$ cat src/hdl/gpio_port_consts.svh
// Register map, field positions, reset values and timing constants of the timed masked GPIO port.
`ifndef GPIO_PORT_CONSTS_SVH
`define GPIO_PORT_CONSTS_SVH

`define ADDR_IN_LEVEL        8'h00
`define ADDR_IN_SINGLE_SEL   8'h04
`define ADDR_IN_SINGLE_VAL   8'h08
`define ADDR_IN_RANGE_SEL    8'h0c
`define ADDR_IN_RANGE_VAL    8'h10
`define ADDR_IN_MASK         8'h14
`define ADDR_IN_MASKED_VAL   8'h18
`define ADDR_OUT_DELAY       8'h20
`define ADDR_OUT_SINGLE      8'h24
`define ADDR_OUT_RANGE       8'h28
`define ADDR_OUT_MASKED      8'h2c
`define ADDR_OUT_LEVEL       8'h30
`define ADDR_OUT_PENDING     8'h34
`define ADDR_PRESCALE        8'h38

`define FLD_FIRST_LSB        0
`define FLD_LAST_LSB         8
`define FLD_STATE_BIT        16
`define FLD_IDX_W            4

`define RST_SINGLE_SEL       4'h1
`define RST_RANGE_FIRST      4'h1
`define RST_RANGE_LAST       4'h5
`define RST_IN_MASK          16'h001f
`define RST_OUT_DELAY        32'h0000_0000
`define RST_OUT_LEVEL        16'h0000

`define SECOND_NS            1000000000
`define MCLK_PERIOD_NS       50

`endif

$ cat src/hdl/gpio_port_pkg.sv
// Types shared by the timed masked GPIO port.
package gpio_port_pkg;

    typedef enum logic [1:0] {
        OUT_OP_NONE,
        OUT_OP_SINGLE,
        OUT_OP_RANGE,
        OUT_OP_MASKED
    } out_op_t;

    typedef logic [15:0] line_mask_t;

endpackage

$ cat src/hdl/timed_masked_gpio_port.sv
// Timed masked GPIO port: five sampled inputs, twelve timed outputs, classic Wishbone register slave.
`timescale 1ns/1ns
`include "gpio_port_consts.svh"

module timed_masked_gpio_port
    import gpio_port_pkg::*;
#(
    parameter int          IN_LINES         = 5,
    parameter int          OUT_LINES        = 12,
    parameter int          DELAY_W          = 16,
    parameter logic [31:0] PRESCALE_DEFAULT = 32'(`SECOND_NS / `MCLK_PERIOD_NS)
) (
    input  wire logic                 mclk,
    input  wire logic                 resetn,
    input  wire logic                 wb_cyc,
    input  wire logic                 wb_stb,
    input  wire logic                 wb_we,
    input  wire logic [7:0]           wb_adr,
    input  wire logic [3:0]           wb_sel,
    input  wire logic [31:0]          wb_dat_w,
    output logic      [31:0]          wb_dat_r,
    output logic                      wb_ack,
    input  wire logic [IN_LINES-1:0]  din,
    output logic      [OUT_LINES-1:0] dout
);

    // Lines numbered from one; a first index above the last gives an empty mask.
    function automatic line_mask_t range_mask(input logic [`FLD_IDX_W-1:0] first,
                                              input logic [`FLD_IDX_W-1:0] last);
        line_mask_t m;
        m = '0;
        for (int i = 0; i < $bits(line_mask_t); i++) begin
            if ((5'(i + 1) >= {1'b0, first}) && (5'(i + 1) <= {1'b0, last})) begin
                m[i] = 1'b1;
            end
        end
        return m;
    endfunction

    // One select bit enables eight data bits, so partial writes touch only their own lanes.
    function automatic logic [31:0] lane_mask(input logic [3:0] sel);
        return {{8{sel[3]}}, {8{sel[2]}}, {8{sel[1]}}, {8{sel[0]}}};
    endfunction

    function automatic logic [31:0] merge_lanes(input logic [31:0] old_val,
                                                input logic [31:0] new_val,
                                                input logic [3:0]  sel);
        return (old_val & ~lane_mask(sel)) | (new_val & lane_mask(sel));
    endfunction

    // Register map by byte offset; unmapped offsets answer with zero and ignore writes.
    //   0x00 input levels (read)          0x04 single line index
    //   0x08 single line level (read)     0x0c range first [3:0], last [11:8]
    //   0x10 range value (read)           0x14 input mask
    //   0x18 masked input value (read)    0x20 delay in seconds for later commands
    //   0x24 single line command          0x28 range command
    //   0x2c masked command               0x30 output levels (read)
    //   0x34 lines with a running delay   0x38 clock cycles per second
    // Commands carry the line index or mask in the low lanes and the state in bit 16.

    // Bus request decode.
    // The ack cycle never takes a request, so a strobe held one cycle too long cannot repeat a write.
    logic                 ack_q;
    logic [31:0]          dat_r_q;
    logic                 req;
    logic                 wr;
    logic [31:0]          wdata;

    assign req   = wb_cyc & wb_stb & ~ack_q;
    assign wr    = req & wb_we;
    assign wdata = wb_dat_w & lane_mask(wb_sel);

    // Software-written configuration.
    logic [`FLD_IDX_W-1:0] in_single_idx_q;
    logic [`FLD_IDX_W-1:0] in_range_first_q;
    logic [`FLD_IDX_W-1:0] in_range_last_q;
    logic [IN_LINES-1:0]   in_mask_q;
    logic [DELAY_W-1:0]    out_delay_q;
    logic [31:0]           prescale_q;

    // Input synchroniser: the first stage feeds only the second.
    logic [IN_LINES-1:0]   din_meta_q;
    logic [IN_LINES-1:0]   din_q;

    // Output state.
    logic [OUT_LINES-1:0]  dout_q;
    logic [OUT_LINES-1:0]  pending_q;
    logic [DELAY_W:0]      delay_cnt_q [OUT_LINES];

    // Seconds timebase.
    logic [31:0]           pre_cnt_q;
    logic                  tick_q;

    // Output command decode.
    out_op_t               out_op;
    logic [OUT_LINES-1:0]  out_sel;
    logic                  out_state;
    line_mask_t            wr_range;
    logic                  timed_cmd;
    logic [OUT_LINES-1:0]  expire;

    // Input read values.
    line_mask_t            single_mask;
    line_mask_t            in_range;
    logic [IN_LINES-1:0]   single_hit;
    logic [IN_LINES-1:0]   range_val;
    logic [IN_LINES-1:0]   masked_val;

    always_ff @(posedge mclk or negedge resetn) begin
        if (!resetn) begin
            ack_q <= 1'b0;
        end else begin
            ack_q <= req;
        end
    end

    always_ff @(posedge mclk or negedge resetn) begin
        if (!resetn) begin
            din_meta_q <= '0;
            din_q      <= '0;
        end else begin
            din_meta_q <= din;
            din_q      <= din_meta_q;
        end
    end

    // An index outside the input lines is kept as written and simply selects nothing.
    always_ff @(posedge mclk or negedge resetn) begin
        if (!resetn) begin
            in_single_idx_q <= `RST_SINGLE_SEL;
        end else if (wr && wb_adr == `ADDR_IN_SINGLE_SEL && wb_sel[0]) begin
            in_single_idx_q <= wb_dat_w[`FLD_FIRST_LSB +: `FLD_IDX_W];
        end
    end

    // A range with its first line above its last selects nothing and reads zero.
    always_ff @(posedge mclk or negedge resetn) begin
        if (!resetn) begin
            in_range_first_q <= `RST_RANGE_FIRST;
            in_range_last_q  <= `RST_RANGE_LAST;
        end else if (wr && wb_adr == `ADDR_IN_RANGE_SEL) begin
            if (wb_sel[0]) begin
                in_range_first_q <= wb_dat_w[`FLD_FIRST_LSB +: `FLD_IDX_W];
            end
            if (wb_sel[1]) begin
                in_range_last_q <= wb_dat_w[`FLD_LAST_LSB +: `FLD_IDX_W];
            end
        end
    end

    // Mask bits beyond the last input line are not stored, so they can never leak into a read.
    always_ff @(posedge mclk or negedge resetn) begin
        if (!resetn) begin
            in_mask_q <= IN_LINES'(`RST_IN_MASK);
        end else if (wr && wb_adr == `ADDR_IN_MASK && wb_sel[0]) begin
            in_mask_q <= wb_dat_w[IN_LINES-1:0];
        end
    end

    // The delay is latched once and applies to every later output command until rewritten.
    always_ff @(posedge mclk or negedge resetn) begin
        if (!resetn) begin
            out_delay_q <= DELAY_W'(`RST_OUT_DELAY);
        end else if (wr && wb_adr == `ADDR_OUT_DELAY) begin
            out_delay_q <= DELAY_W'(merge_lanes(32'(out_delay_q), wb_dat_w, wb_sel));
        end
    end

    // A smaller prescale is seen by the next comparison, so shrinking it never strands the counter.
    always_ff @(posedge mclk or negedge resetn) begin
        if (!resetn) begin
            prescale_q <= PRESCALE_DEFAULT;
        end else if (wr && wb_adr == `ADDR_PRESCALE) begin
            prescale_q <= merge_lanes(prescale_q, wb_dat_w, wb_sel);
        end
    end

    // Input reads: all selected lines come from one synchronised snapshot.
    assign single_mask = range_mask(in_single_idx_q, in_single_idx_q);
    assign in_range    = range_mask(in_range_first_q, in_range_last_q);
    assign single_hit  = din_q & single_mask[IN_LINES-1:0];
    assign range_val   = din_q & in_range[IN_LINES-1:0];
    assign masked_val  = din_q & in_mask_q;

    // Read data is zero outside the ack cycle so a stale word is never taken for an answer.
    always_ff @(posedge mclk or negedge resetn) begin
        if (!resetn) begin
            dat_r_q <= '0;
        end else if (req && !wb_we) begin
            unique case (wb_adr)
                `ADDR_IN_LEVEL:      dat_r_q <= 32'(din_q);
                `ADDR_IN_SINGLE_SEL: dat_r_q <= 32'(in_single_idx_q);
                `ADDR_IN_SINGLE_VAL: dat_r_q <= {31'h0000_0000, |single_hit};
                `ADDR_IN_RANGE_SEL: begin
                    dat_r_q <= (32'(in_range_last_q) << `FLD_LAST_LSB) | 32'(in_range_first_q);
                end
                `ADDR_IN_RANGE_VAL:  dat_r_q <= 32'(range_val);
                `ADDR_IN_MASK:       dat_r_q <= 32'(in_mask_q);
                `ADDR_IN_MASKED_VAL: dat_r_q <= 32'(masked_val);
                `ADDR_OUT_DELAY:     dat_r_q <= 32'(out_delay_q);
                `ADDR_OUT_LEVEL:     dat_r_q <= 32'(dout_q);
                `ADDR_OUT_PENDING:   dat_r_q <= 32'(pending_q);
                `ADDR_PRESCALE:      dat_r_q <= prescale_q;
                default:             dat_r_q <= '0;
            endcase
        end else begin
            dat_r_q <= '0;
        end
    end

    // Output commands act on any write that enables the state lane; low lanes left unselected read as zero.
    always_comb begin
        out_op   = OUT_OP_NONE;
        wr_range = '0;
        out_sel  = '0;
        if (wr && wb_sel[2]) begin
            unique case (wb_adr)
                `ADDR_OUT_SINGLE: out_op = OUT_OP_SINGLE;
                `ADDR_OUT_RANGE:  out_op = OUT_OP_RANGE;
                `ADDR_OUT_MASKED: out_op = OUT_OP_MASKED;
                default:          out_op = OUT_OP_NONE;
            endcase
        end
        unique case (out_op)
            OUT_OP_SINGLE: begin
                wr_range = range_mask(wdata[`FLD_FIRST_LSB +: `FLD_IDX_W],
                                      wdata[`FLD_FIRST_LSB +: `FLD_IDX_W]);
                out_sel  = wr_range[OUT_LINES-1:0];
            end
            OUT_OP_RANGE: begin
                wr_range = range_mask(wdata[`FLD_FIRST_LSB +: `FLD_IDX_W],
                                      wdata[`FLD_LAST_LSB +: `FLD_IDX_W]);
                out_sel  = wr_range[OUT_LINES-1:0];
            end
            OUT_OP_MASKED: begin
                out_sel = wdata[OUT_LINES-1:0];
            end
            OUT_OP_NONE: begin
                out_sel = '0;
            end
        endcase
    end

    assign out_state = wdata[`FLD_STATE_BIT];

    // A zero prescale counts as one cycle per tick so the timebase never stalls.
    always_ff @(posedge mclk or negedge resetn) begin
        if (!resetn) begin
            pre_cnt_q <= '0;
            tick_q    <= 1'b0;
        end else if (pre_cnt_q + 32'h0000_0001 >= prescale_q) begin
            pre_cnt_q <= '0;
            tick_q    <= 1'b1;
        end else begin
            pre_cnt_q <= pre_cnt_q + 32'h0000_0001;
            tick_q    <= 1'b0;
        end
    end

    // The counter is loaded with delay plus one because the tick phase at the write is unknown;
    // this keeps the level at least the full delay, at the cost of up to one extra second.
    assign timed_cmd = (out_delay_q != '0);

    // A line expires on the tick that finds its counter at one.
    always_comb begin
        for (int i = 0; i < OUT_LINES; i++) begin
            expire[i] = tick_q && pending_q[i] && (delay_cnt_q[i] == (DELAY_W + 1)'(1));
        end
    end

    // A command wins over a reversal in the same cycle, which is what cancels a running delay.
    always_ff @(posedge mclk or negedge resetn) begin
        if (!resetn) begin
            dout_q <= OUT_LINES'(`RST_OUT_LEVEL);
        end else begin
            for (int i = 0; i < OUT_LINES; i++) begin
                if (out_sel[i]) begin
                    dout_q[i] <= out_state;
                end else if (expire[i]) begin
                    dout_q[i] <= ~dout_q[i];
                end
            end
        end
    end

    // Unselected lines keep their flags and timers, apart from their own countdown and expiry.
    always_ff @(posedge mclk or negedge resetn) begin
        if (!resetn) begin
            pending_q <= '0;
        end else begin
            for (int i = 0; i < OUT_LINES; i++) begin
                if (out_sel[i]) begin
                    pending_q[i] <= timed_cmd;
                end else if (expire[i]) begin
                    pending_q[i] <= 1'b0;
                end
            end
        end
    end

    // Each line counts its own delay in ticks.
    always_ff @(posedge mclk or negedge resetn) begin
        if (!resetn) begin
            for (int i = 0; i < OUT_LINES; i++) begin
                delay_cnt_q[i] <= '0;
            end
        end else begin
            for (int i = 0; i < OUT_LINES; i++) begin
                if (out_sel[i] && timed_cmd) begin
                    delay_cnt_q[i] <= {1'b0, out_delay_q} + (DELAY_W + 1)'(1);
                end else if (out_sel[i] || expire[i]) begin
                    delay_cnt_q[i] <= '0;
                end else if (tick_q && pending_q[i]) begin
                    delay_cnt_q[i] <= delay_cnt_q[i] - (DELAY_W + 1)'(1);
                end
            end
        end
    end

    assign wb_ack   = ack_q;
    assign wb_dat_r = dat_r_q;
    assign dout     = dout_q;

endmodule // timed_masked_gpio_port

$ cat config.mk
export PLATFORM = sky130hd
export DESIGN_NAME = timed_masked_gpio_port
export DESIGN_NICKNAME = d
export VERILOG_FILES = /design/src/hdl/gpio_port_pkg.sv /design/src/hdl/timed_masked_gpio_port.sv
export VERILOG_INCLUDE_DIRS = /design/src /design/src/hdl
export SDC_FILE = /design/constraint.sdc
export NUM_CORES = 1
export LEC_CHECK = 0
export ABC_AREA = 1
export ABC_CLOCK_PERIOD_IN_PS = 4600
export BUFFER_PORTS_ARGS = -buffer_cell sky130_fd_sc_hd__buf_2
export CAP_MARGIN = 20
export CELL_PAD_IN_SITES_DETAIL_PLACEMENT = 1
export CELL_PAD_IN_SITES_GLOBAL_PLACEMENT = 1
export CORE_MARGIN = 2
export CORE_UTILIZATION = 35
export CTS_BUF_LIST = sky130_fd_sc_hd__clkbuf_16
export CTS_CLUSTER_SIZE = 40
export DETAILED_ROUTE_END_ITERATION = 12
export GPL_TIMING_DRIVEN = 0
export PLACE_DENSITY_LB_ADDON = 0.1
export SLEW_MARGIN = 20
export SYNTH_ARGS = -nofsm -noshare
export SYNTH_HDL_FRONTEND = slang
export SYNTH_SLANG_ARGS = --single-unit
$ cat constraint.sdc
create_clock -name mclk -period 4.6 [get_ports mclk]
set_clock_uncertainty 0.1 [all_clocks]
set_input_delay 0.69 -clock mclk [delete_from_list [all_inputs] [get_ports mclk]]
set_output_delay 0.69 -clock mclk [all_outputs]
set_load 0.02 [all_outputs]
==> run summary, run 1 <==
The flow ran to the end, and the final reports show no timing, DRC or antenna violations. The path class of the tightest hold or removal check is in -> reg. At the worst endpoint, the required time is 4.96 ns. In this run the mean area of a mapped cell was 6.57 µm². In this run, the number of DRC markers left after iteration 0 of detailed routing was 1742. The total overflow left after global routing is 0.

For this design the static power due to leakage is 15.9 nW. The number of max-slew violations in the final report came out at 0. The total via count after detailed routing was 25377. The net count of the finished layout is 4126. The time the worst path needs with I/O delays and setup is 4.02 ns, and the number of flops mapped to enable cells by yosys is 0. The remaining max-slew budget at the tightest pin is 0.253.

The first detailed-routing pass ran for 5 iterations. The layout cell share with drive strength beyond 1 was 0.0914. Input and output buffers added on the ports amount to 97. The first global-routing pass estimated 155000 µm of wire. At the end of routability-driven placement, the weighted congestion stood at 0.905. Based on the critical path, the design can be clocked at up to 0.249 GHz.

The library cell with the highest instance count after synthesis was sky130_fd_sc_hd__nand2_1. The tools report the via count of the first global-routing pass as 25842. 99 I/O pins were placed. The deepest clock path buffer count is 3, and the CTS sink count is 369.

Setup violations remaining at the end of the flow were counted as 0. The run gives 4.38 ns as the arrival time of data at the critical path endpoint. The setup path with the least slack is of type reg -> reg. The critical path's slowest cell was sky130_fd_sc_hd__dfrtp_1. Once detail routing completed, the nets flagged for antenna violations numbered 0.

The tools report the number of non-filler instances in the completed layout as 5005. The total of max-cap violations is 0, and the per-cell routed wire length is 20.0 µm. The CTS clock-pin slew for the worst setup and hold paths came out at 0.06 ns. sky130_fd_sc_hd__dfrtp_1 takes more of the synthesized area than any other cell.

The largest single stage delay on the critical path is 0.49 ns. The number of antenna violations at the first check in global routing was 8. The core outline area is 71600 µm², and the synthesized net count is 3974.

The main flop type after synthesis was sky130_fd_sc_hd__dfrtp_1. Measured along the x axis, the die boundary spans 273 µm. The tools report the capturing element of the worst setup path as pre_cnt_q[16]. In this run, CTS created clock tree buffers numbering 47.

For flop-to-flop paths, the worst setup slack is 0.58 ns. The library cell appearing most often on the critical path is sky130_fd_sc_hd__nor2_1. In this run, synthesis produced a sequential element count of 369. The number of cells traversed by the worst register-to-register path came out at 17. Setup repair after global routing left no endpoint under its margin. For the pin count of the biggest net entering global routing, the log shows 87. Yosys attributes the largest share of cell area to sky130_fd_sc_hd__dfrtp_1 (35%), sky130_fd_sc_hd__nand2_1 (21%), sky130_fd_sc_hd__nand3_1 (8.2%). The starting density of the core was 0.354; the slew at the pin with the worst max-slew slack was 1.11 ns.

The count of synthesis-stage warnings from yosys came out at 0. The worst register-to-register path ends at pre_cnt_q[16]. The relative area change from synthesis to final layout is 13.1%. The final hold violation count is 0. The floorplan step set the die height to 273 µm. The tree is rooted in a sky130_fd_sc_hd__clkbuf_16. The die covers 74600 µm².

TritonCTS built the clock tree. Total wirelength of the detailed-routed design: 100000 µm. The tools report the startpoint of the worst register-to-register path as pre_cnt_q[0]. Traced cell by cell, the critical path runs through ha_1, inv_1, nor3_1, nand2_1, nor2_1, nand2_1, xor2_1, inv_1, ha_1, nand2_1, nor2_1, nand4_1, nor2_1, nand4_1, nand3_1, clkbuf_1, nor2_1. The sequential element share of the synthesized area is 0.365, and the latest clock arrival within the worst-skew pair is 0.61 ns. Sorting the synthesized cells by how often they occur yields sky130_fd_sc_hd__nand2_1 (1448), sky130_fd_sc_hd__nor2_1 (461), sky130_fd_sc_hd__nand3_1 (417). The critical path startpoint category is a flip-flop.

The number of setup buffers added after CTS is 0. Number of design rule violations left after detail routing: 0. Yosys mapped the design onto 53 distinct sky130hd cell types. Top fanout value on the critical path: 10. The worst IR drop on VDD is 0.253 mV. After legalization and detailed placement, the total HPWL measured 74300 µm.

The critical path starts at pre_cnt_q[0]. Adding up every negative setup slack in the final design gives 0 ns. For the depth of the CTS H-tree, the log shows 2. Proportion of register bits with asynchronous set or reset after synthesis: 1.00. The site row count is 98, and the mapped cell area is 25300 µm². The number of placed instances, taps included, is 4911. Overall routing resource usage: 0.270. Type of destination of the critical path: a flip-flop.

The share of the synthesized area in the top cell type works out to 0.348. The final period utilization works out to 0.873. For this design the ratio of total power to cell area is 269 nW/µm². The average vias per placed instance came out at 5.07. Synthesis produced 3859 cells.
where the power goes:
part           internal [W]  switching [W]  leakage (nW)  total [W]
combinational      0.000249       0.000483          10.3   0.000732
clock               0.00206        0.00160         0.762    0.00365
sequential          0.00328      0.0000365          4.88    0.00332
total               0.00559        0.00212          15.9    0.00770
logic make-up after synthesis:
| family | after synthesis | share of synthesized area |
|---|---|---|
| simple gates | 2494 | 0.414 |
| buf+inv | 525 | 0.0852 |
| flops | 369 | 0.365 |
| compound gates | 277 | 0.0591 |
| xor+xnor | 132 | 0.0456 |
| fa+ha+maj | 61 | 0.0301 |
| mux | 1 | 0.000395 |
stage by stage:
stage / setup WS [ns] / hold WS, ns / utilization / instance area, µm² / total power (W)
after floorplan: 1.50 / 0.231 / - / 25300 / 0.00384
after global placement: -5.32 / 0.235 / 0.377 / 27000 / 0.00408
after detailed placement: 0.179 / 0.236 / 0.379 / 27200 / 0.00411
after CTS: 0.162 / 0.0686 / 0.400 / 28600 / 0.00780
after global routing: 0.0852 / 0.0794 / 0.400 / 28700 / 0.00803
final: 0.585 / 0.105 / 0.400 / 28700 / 0.00770
cell type report:
| class | count | area [µm²] |
|---|---|---|
| buffer | 114 | 627 |
| multi-input combinational | 2965 | 13900 |
| clock inverter | 40 | 267 |
| timing repair buffer | 103 | 623 |
| fill | 9403 | 42900 |
| sequential | 369 | 9260 |
| antenna | 5 | 12.5 |
| tap | 950 | 1190 |
| inverter | 411 | 1550 |
| clock buffer | 48 | 1200 |
worst min path at each step:
stage | startpoint | endpoint | slack [ns] | depth (start not counted)
3_5_place_dp | din_meta_q[0] | din_q[0] | 0.24 | 0
6_report | din[1] | din_meta_q[1] | 0.11 | 1
2_1_floorplan | din_meta_q[0] | din_q[0] | 0.23 | 0
5_1_grt | din[1] | din_meta_q[1] | 0.08 | 1
4_1_cts | din[1] | din_meta_q[1] | 0.07 | 1
3_3_place_gp | din_meta_q[2] | din_q[2] | 0.23 | 0
placed cells by master (no fill, tap or decap), types with 22 or more instances in the layout:
| cell type | n |
|---|---|
| sky130_fd_sc_hd__a21oi_1 | 60 |
| sky130_fd_sc_hd__buf_2 | 147 |
| sky130_fd_sc_hd__clkbuf_1 | 24 |
| sky130_fd_sc_hd__clkbuf_16 | 48 |
| sky130_fd_sc_hd__dfrtp_1 | 352 |
| sky130_fd_sc_hd__ha_1 | 61 |
| sky130_fd_sc_hd__inv_1 | 395 |
| sky130_fd_sc_hd__inv_2 | 22 |
| sky130_fd_sc_hd__nand2_1 | 1448 |
| sky130_fd_sc_hd__nand3_1 | 417 |
| sky130_fd_sc_hd__nand4_1 | 46 |
| sky130_fd_sc_hd__nor2_1 | 460 |
| sky130_fd_sc_hd__nor3_1 | 35 |
| sky130_fd_sc_hd__o21ai_0 | 132 |
| sky130_fd_sc_hd__o21ai_1 | 45 |
| sky130_fd_sc_hd__xnor2_1 | 45 |
| sky130_fd_sc_hd__xor2_1 | 87 |
worst max-delay path: cells and delay by family (launching register included):
family / cells / cell delay (ns)
xor gates and xnor gates: 1 / 0.17
adders and majority gates: 2 / 0.53
buffers and inverters: 3 / 0.58
DFF: 1 / 0.49
and+or+nand+nor: 11 / 2.00
routing by layer:
layer  share of wire  global-route usage
met5         0.00044                   0
met1            0.47               0.371
met4           0.028              0.0777
met3           0.057              0.0517
met2            0.45               0.432
repair_timing:
action / CTS / global route
hold buffers: 1 / 0
endpoints found under the setup margin: 0 / 30
resized for setup: 0 / 3
endpoints found under the hold margin: 39 / 0
Power figures use the tool's default switching activity.
==> run 2: changes to the inputs <==
- ABC_AREA: 1 -> not set
- CTS_BUF_LIST: sky130_fd_sc_hd__clkbuf_16 -> sky130_fd_sc_hd__clkbuf_4 sky130_fd_sc_hd__clkbuf_8
==> run 2 against run 1 <==
- first-iteration DRC count decreased by 40%
- flip-flop and latch count did not move
- fmax is 6.2% lower
- hold slack got worse by 0.055 ns
- combinational power fell by 63%
- worst setup slack lost 0.27 ns
- routed wire length down 23%
- cell count shrank 35%
- synthesized cell count is 41% lower
- die area fell by 17%
- global-route usage is 1.7 points lower
- critical endpoint is now delay_cnt_q[22]
==> run summary, run 2 <==
The power density over cell area works out to 293 nW/µm². Among the stages of the critical path, the cell type that occurs most often is sky130_fd_sc_hd__clkbuf_1. The slowest stage of the critical path belongs to the cell sky130_fd_sc_hd__nor2b_1. The run gives 0.409 as the final cell utilization of the core. Leaving out fill and tap cells, the most frequent cell in the layout is sky130_fd_sc_hd__dfrtp_1. Type of the worst setup path: in -> reg. The wire-length estimate of the detail-placed layout is 54200 µm. By area the synthesized netlist is led by sky130_fd_sc_hd__dfrtp_1 (42%), sky130_fd_sc_hd__xnor2_1 (4.7%), sky130_fd_sc_hd__ha_1 (3.7%).

99 I/O pins were placed. In this run, CTS created clock tree buffers numbering 72. The run gives 0 as the total of max-cap violations. Detailed routing inserted a total of 18688 vias.

The latest clock arrival within the worst-skew pair is 0.66 ns. The CTS sink count came out at 369. The synthesized net count is 2376.

The final hold violation count is 0, and the post-layout instance area is 24100 µm². sky130_fd_sc_hd__dfrtp_1 is the most common cell in the netlist. Setup repair after global routing left no endpoint under its margin.

TritonCTS built the clock tree. The starting density of the core is 0.354, and the flip-flop and latch count after synthesis is 369. For this block, the initial DRC count from the detailed router was 1039.

The proportion of total power due to net switching is 0.251, and the mapped cell area is 20800 µm². The proportion of register bits with asynchronous set or reset after synthesis was 1.00. The die covers 61500 µm².

Timing would allow up to 0.234 GHz. The signal on the critical path passes through buf_2, clkbuf_1, nor2b_1, nand2_1, nor2_1, nand3_1, ha_1, clkbuf_1, nand2_1, nor2_1, a31oi_1, or2_2, clkbuf_1, clkbuf_1, nand2_1, o22ai_1. The number of max-slew violations in the final report came out at 0.

Number of antenna violations at the first check in global routing: 5. Fraction of power consumed by sequential logic: 0.464. The final period utilization was 0.931; the site row count was 89.

The count of endpoints failing setup in the final report is 0, and the count of buffers from port buffering is 94. Among all flip-flop cells after synthesis, the most frequent one is sky130_fd_sc_hd__dfrtp_1. The path class of the tightest hold or removal check is in -> reg. At the end of routability-driven placement, the weighted congestion stood at 0.866.

The arrival time of data at the critical path endpoint was 4.64 ns. The total internal power came out at 0.00529 W. The overall routing resource usage is 0.253, and the placement-stage worst setup slack is -0.910 ns. The number of flops mapped to enable cells by yosys is 0, and the layout cell share with drive strength beyond 1 is 0.139. CTS built an H-tree with a depth of 3.

The die boundary width came out at 248 µm. The net count of the finished layout is 2553, and the wire length of the first global-routing pass is 118000 µm. The data required time at the worst endpoint was 4.96 ns; the via count of the first global-routing pass was 19668. The remaining max-slew budget at the tightest pin came out at 0.268. sky130_fd_sc_hd__dfrtp_1 takes more of the synthesized area than any other cell.

The run gives 0.039 as the fraction of power consumed by combinational cells. Pin count of the biggest net entering global routing: 84. In this design, the stage delay of the slowest critical-path cell is 0.40 ns. Subtracting the final worst setup slack from the clock period gives 4.28 ns. The floorplan die height was 248 µm. The top cell types in the final layout, fill and taps aside, are sky130_fd_sc_hd__dfrtp_1 (352), sky130_fd_sc_hd__nand2_1 (181), sky130_fd_sc_hd__o21ai_0 (149).

The number of design rule violations left after detail routing was 0. The region available for standard cell placement spans 58900 µm². At the pin with the least slew margin, the transition time is 1.10 ns.

No sink is reached through more buffers than the 3 on the longest clock path. The average footprint of a synthesized cell is 9.22 µm². The sequential element share of the synthesized area is 0.444, and the proportion of power drawn by the clock network is 0.497.

The standard cell area after detailed placement came out at 22500 µm². The worst setup path is launched from an input port. Setup slack closes at 0.318 ns. The worst setup path is captured at a flip-flop. Counting every instance in the synthesized netlist gives 2261. Summed over all layers, the routed wires come to 77200 µm. After global routing the overflow that remains totals 0.

For the count of synthesis-stage warnings from yosys, the log shows 0. The top fanout value on the critical path was 10; the worst hold margin was 0.0504 ns. The root buffer cell chosen for the clock tree is sky130_fd_sc_hd__clkbuf_8. After detailed routing, the number of vias per cell comes to 5.72. The relative area change from synthesis to final layout was 15.6%; the count of distinct cell types in the synthesized netlist was 78. The per-cell routed wire length was 23.6 µm; the CTS clock-pin slew for the worst setup and hold paths was 0.05 ns. The pre-antenna-repair detailed-routing pass consisted of 6 iterations.

The switching component of the power was 0.00177 W; the worst reg-to-reg setup slack was 0.34 ns. The run gives 10.8 nW as the leakage power figure. The commonest cells after synthesis are sky130_fd_sc_hd__dfrtp_1 (352), sky130_fd_sc_hd__nand2_1 (181), sky130_fd_sc_hd__o21ai_0 (149). The count of nets left with antenna violations once routing finished came out at 0.

Power comes to 0.00707 W. The share of the synthesized area in the top cell type is 0.423. VDD sags by at most 0.237 mV. The flow ran to the end, and the final reports show no timing, DRC or antenna violations.
run 2: cell count changes after synthesis, moves of 69 or more:
cell	before	now
sky130_fd_sc_hd__nand2_1	1448	181
sky130_fd_sc_hd__nor2_1	461	132
sky130_fd_sc_hd__a21oi_1	60	129
sky130_fd_sc_hd__o22ai_1	11	82
sky130_fd_sc_hd__clkbuf_1	35	109
sky130_fd_sc_hd__inv_1	384	81
sky130_fd_sc_hd__nand3_1	417	114
run 2: worst paths after layout:
path / start / end / cells past startpoint
setup / recovery: wb_adr[5] / delay_cnt_q[22] / 16
min in group asynchronous: resetn / delay_cnt_q[199] / 2
max in group asynchronous: resetn / async pin / 4
hold / removal: din[3] / din_meta_q[3] / 1
setup reg to reg: flip-flop / delay_cnt_q[155] / 9
hold reg to reg: din_meta_q[2] / din_q[2] / 0
run 2: kinds of logic (layout without fill, tap and decap cells):
family / after synthesis / count (layout) / synth area share
other cells: 0 / 2 / 0
xor+xnor: 173 / 173 / 0.0727
simple gates: 830 / 830 / 0.208
fa+ha+maj: 61 / 61 / 0.0366
flops: 369 / 369 / 0.444
mux: 60 / 60 / 0.0308
compound gates: 563 / 563 / 0.170
buf+inv: 205 / 437 / 0.0381
run 2: timing repair:
action / CTS / global route
resized for setup: 2 / 16
buffers inserted: 0 / 3
pin swaps: 0 / 2
endpoints found under the hold margin: 46 / 0
hold buffers: 1 / 0
setup endpoints to repair: 10 / 71
run 2: critical path, delay by kind of cell:
kind                     cells  cell delay [ns]
buffers and inverters        5             1.31
AND/OR/NAND/NOR              8             2.10
adder cells (fa/ha/maj)      1             0.32
AO/OA/AOI/OAI                2             0.21
run 2: power by group through the flow:
stage	clock network [W]	registers (W)	logic, W
floorplan	0	0.00333	0.0000951
global placement	0	0.00334	0.000259
detailed placement	0	0.00334	0.000277
CTS	0.00363	0.00328	0.000280
global route	0.00378	0.00328	0.000302
finish	0.00351	0.00328	0.000274
run 2: area by class of cell:
cell class / instances / area [µm²]
tap: 773 / 967
clock buffer: 113 / 1410
multi-input combinational: 1687 / 10900
timing repair buffer: 105 / 678
inverter: 82 / 308
antenna: 2 / 5.00
fill: 6810 / 34800
sequential: 369 / 9260
buffer: 121 / 499
clock inverter: 16 / 101
run 2: metrics by stage:
stage	std cells	setup TNS [ns]
floorplan	2261	0
finish	3268	0
detailed placement	3135	-46.04
CTS	3265	0
global route	3267	0
global placement	3128	-1880.14
run 2: layer usage:
layer	wire [µm]	vias to the layer above	track usage
met2	35100	444	0.397
li1	-	8607	-
met1	34900	9480	0.342
met3	4300	153	0.0477
met4	2820	4	0.108
met5	30	-	0
==> run 3: changes to the inputs <==
- CORE_UTILIZATION: 35 -> 54
==> run 3 against run 2 <==
- sequential power barely moved
- routed wire length down 2.2%
- worst setup slack got worse by 0.20 ns
- cell area decreased by 1.8%
- hold slack improved by 0.019 ns
- fmax down 4.4%
- largest power group unchanged
- highest routed layer unchanged
- core utilization is 22 points higher
- non-clock buffer count is 2 lower
- flip-flop and latch count unchanged
- critical path type unchanged
==> run summary, run 3 (synthesis results as in run 2) <==
TritonCTS built the clock tree. The logs give 0.151 for the remaining max-slew budget at the tightest pin and 1400 for the number of violations reported at the end of detailed-routing iteration 0. The slew at the pin with the worst max-slew slack was 1.27 ns. Critical path startpoint category: an input port. The count of endpoints failing setup in the final report is 0.

After the last flow step, the layout net total stands at 2547. The floorplan die height is 200 µm. In this run the worst path has a maximum fanout of 10. The arrival time of data at the critical path endpoint was 4.95 ns. The logs give 0.278 mV for the worst IR drop on VDD and 20706 for the via count of the first global-routing pass. Least setup slack across all paths after layout: 0.123 ns. The overall overflow remaining after global route came out at 0.

Leaving out fill and tap cells, the most frequent cell in the layout is sky130_fd_sc_hd__dfrtp_1. The run gives 0.626 as the final cell utilization of the core. The worst setup path is captured at a flip-flop.

The tools report the total wirelength of the detailed-routed design as 75500 µm. For the number of antenna violations at the first check in global routing, the log shows 3. The leakage power figure was 10.7 nW; the data required time at the worst endpoint was 5.08 ns. The core outline area was 37800 µm²; the number of max-slew violations in the final report was 0. The layout cell share with drive strength beyond 1 is 0.131, and the count of buffers from port buffering is 94.

The tools report the number of primary I/O pins as 99. The run gives 0 as the final hold violation count. Prior to clock tree synthesis, the placed netlist has a worst setup slack of -0.733 ns. The tree built by TritonCTS fans out to 369 sinks.

The die covers 40200 µm². Max-cap violations in this run came to 0. The depth of the CTS H-tree came out at 3.

Entering global routing, the biggest net connects 98 pins. The top cell types in the final layout, fill and taps aside, are sky130_fd_sc_hd__dfrtp_1 (352), sky130_fd_sc_hd__nand2_1 (181), sky130_fd_sc_hd__o21ai_0 (149). The min-delay analysis places its worst path in the category in -> reg. The residual antenna-violating net count after detailed routing was 0; the power density over cell area was 295 nW/µm². The deepest clock path buffer count is 3, and the relative area change from synthesis to final layout is 13.6%.

Overall routing resource usage: 0.376. The first detailed-routing pass took 5 iterations. The run finished with clean final reports. The first global-routing pass estimated 118000 µm of wire. Timing would allow up to 0.223 GHz. The floorplan has 71 rows.

Summing over every cut layer, the via total after detailed routing is 19460. In this run the clock root is driven by a sky130_fd_sc_hd__clkbuf_8. The routability congestion estimate from global placement is 0.947.

Setup repair after global routing left no endpoint under its margin. Fill cells in the final layout number 4420. For this run, design rule violations remaining after detail routing come to 0. The run gives 0.0692 ns as the worst hold margin.

The final period utilization came out at 0.973. For the number of buffers inserted during clock tree synthesis, the log shows 68. Starting density of the core: 0.551. After detailed routing, the average wire length per cell comes to 25.2 µm. The average vias per placed instance works out to 6.50.

In this run the horizontal extent of the chip is 200 µm. Summed over all nets, the half-perimeter wirelength after detailed placement is 51300 µm. The latest clock arrival within the worst-skew pair was 0.64 ns.

The time the worst path needs with I/O delays and setup works out to 4.48 ns. After clock tree synthesis, the clock-pin slew on the worst setup and hold paths is 0.06 ns. The worst setup path is of the in -> reg kind. After clock tree synthesis, the setup repair step added 0 buffers.
run 3: cell types whose count changed in the layout (fill, tap and decap cells not counted), moves of 2 or more:
cell / before / now
sky130_fd_sc_hd__inv_8: 3 / 0
sky130_fd_sc_hd__bufinv_16: 0 / 2
sky130_fd_sc_hd__buf_12: 2 / 0
sky130_fd_sc_hd__a32oi_2: 3 / 1
sky130_fd_sc_hd__clkbuf_1: 91 / 98
sky130_fd_sc_hd__buf_8: 1 / 3
sky130_fd_sc_hd__clkbuf_8: 90 / 87
sky130_fd_sc_hd__clkbuf_4: 23 / 20
sky130_fd_sc_hd__clkbuf_2: 16 / 9
sky130_fd_sc_hd__clkinv_2: 12 / 6
sky130_fd_sc_hd__diode_2: 2 / 4
run 3: what timing repair did:
action,CTS,global route
hold buffers,1,0
setup endpoints to repair,29,167
resized for setup,4,14
hold endpoints to repair,65,0
run 3: worst paths after layout:
kind,start,to,slack [ns],cells after the start
hold / removal,din[2],din_meta_q[2],0.07,1
setup / recovery,wb_adr[3],delay_cnt_q[182],0.12,12
min in group asynchronous,resetn,delay_cnt_q[184],0.47,2
max in group asynchronous,resetn,async pin,2.73,4
hold reg to reg,din_meta_q[0],din_q[0],0.25,0
setup reg to reg,wb_ack,delay_cnt_q[182],0.12,13
run 3: layout make-up:
| type | count | area, µm² | share of cell area |
|---|---|---|---|
| plain buffers | 121 | 490 | 0.0207 |
| multi-input cells | 1687 | 10900 | 0.459 |
| flip-flops and latches | 369 | 9260 | 0.391 |
| well taps | 511 | 639 | 0.0270 |
| clock inverters | 9 | 97.6 | 0.00412 |
| inverters | 82 | 308 | 0.0130 |
| clock buffers | 107 | 1350 | 0.0569 |
| repair buffers | 103 | 649 | 0.0274 |
| diodes | 4 | 10.0 | 0.000423 |
run 3: power by group:
group | leakage, nW | internal [W] | total, W | switching, W
clock | 0.769 | 0.00196 | 0.00344 | 0.00148
sequential | 4.68 | 0.00326 | 0.00328 | 0.0000163
combinational | 5.28 | 0.0000699 | 0.000271 | 0.000202
total | 10.7 | 0.00530 | 0.00699 | 0.00169
run 3: metrics by stage:
stage          TNS (ns)  total power (W)  instances  cell area [µm²]
2_1_floorplan         0          0.00343       2261            20800
5_1_grt               0          0.00718       2989            23700
4_1_cts               0          0.00702       2990            23600
6_report              0          0.00699       2993            23700
3_3_place_gp   -1654.25          0.00358       2866            22000
3_5_place_dp     -37.67          0.00360       2873            22100
run 3: worst max-delay path: stages:
cell                       delay, ns
sky130_fd_sc_hd__buf_2          0.10
sky130_fd_sc_hd__clkbuf_1       0.36
sky130_fd_sc_hd__clkbuf_1       0.45
sky130_fd_sc_hd__clkbuf_1       0.43
sky130_fd_sc_hd__and3_1         0.27
sky130_fd_sc_hd__ha_1           0.37
sky130_fd_sc_hd__and3_1         0.25
sky130_fd_sc_hd__clkbuf_1       0.25
sky130_fd_sc_hd__a32oi_1        0.80
sky130_fd_sc_hd__nand2_1        0.47
sky130_fd_sc_hd__o22ai_1        0.34
sky130_fd_sc_hd__o21a_1         0.16
run 3: routing by layer:
layer	share of wire	GRT usage
met4	0.056	0.222
met5	0.00015	0
met2	0.47	0.606
met3	0.076	0.0867
met1	0.40	0.464
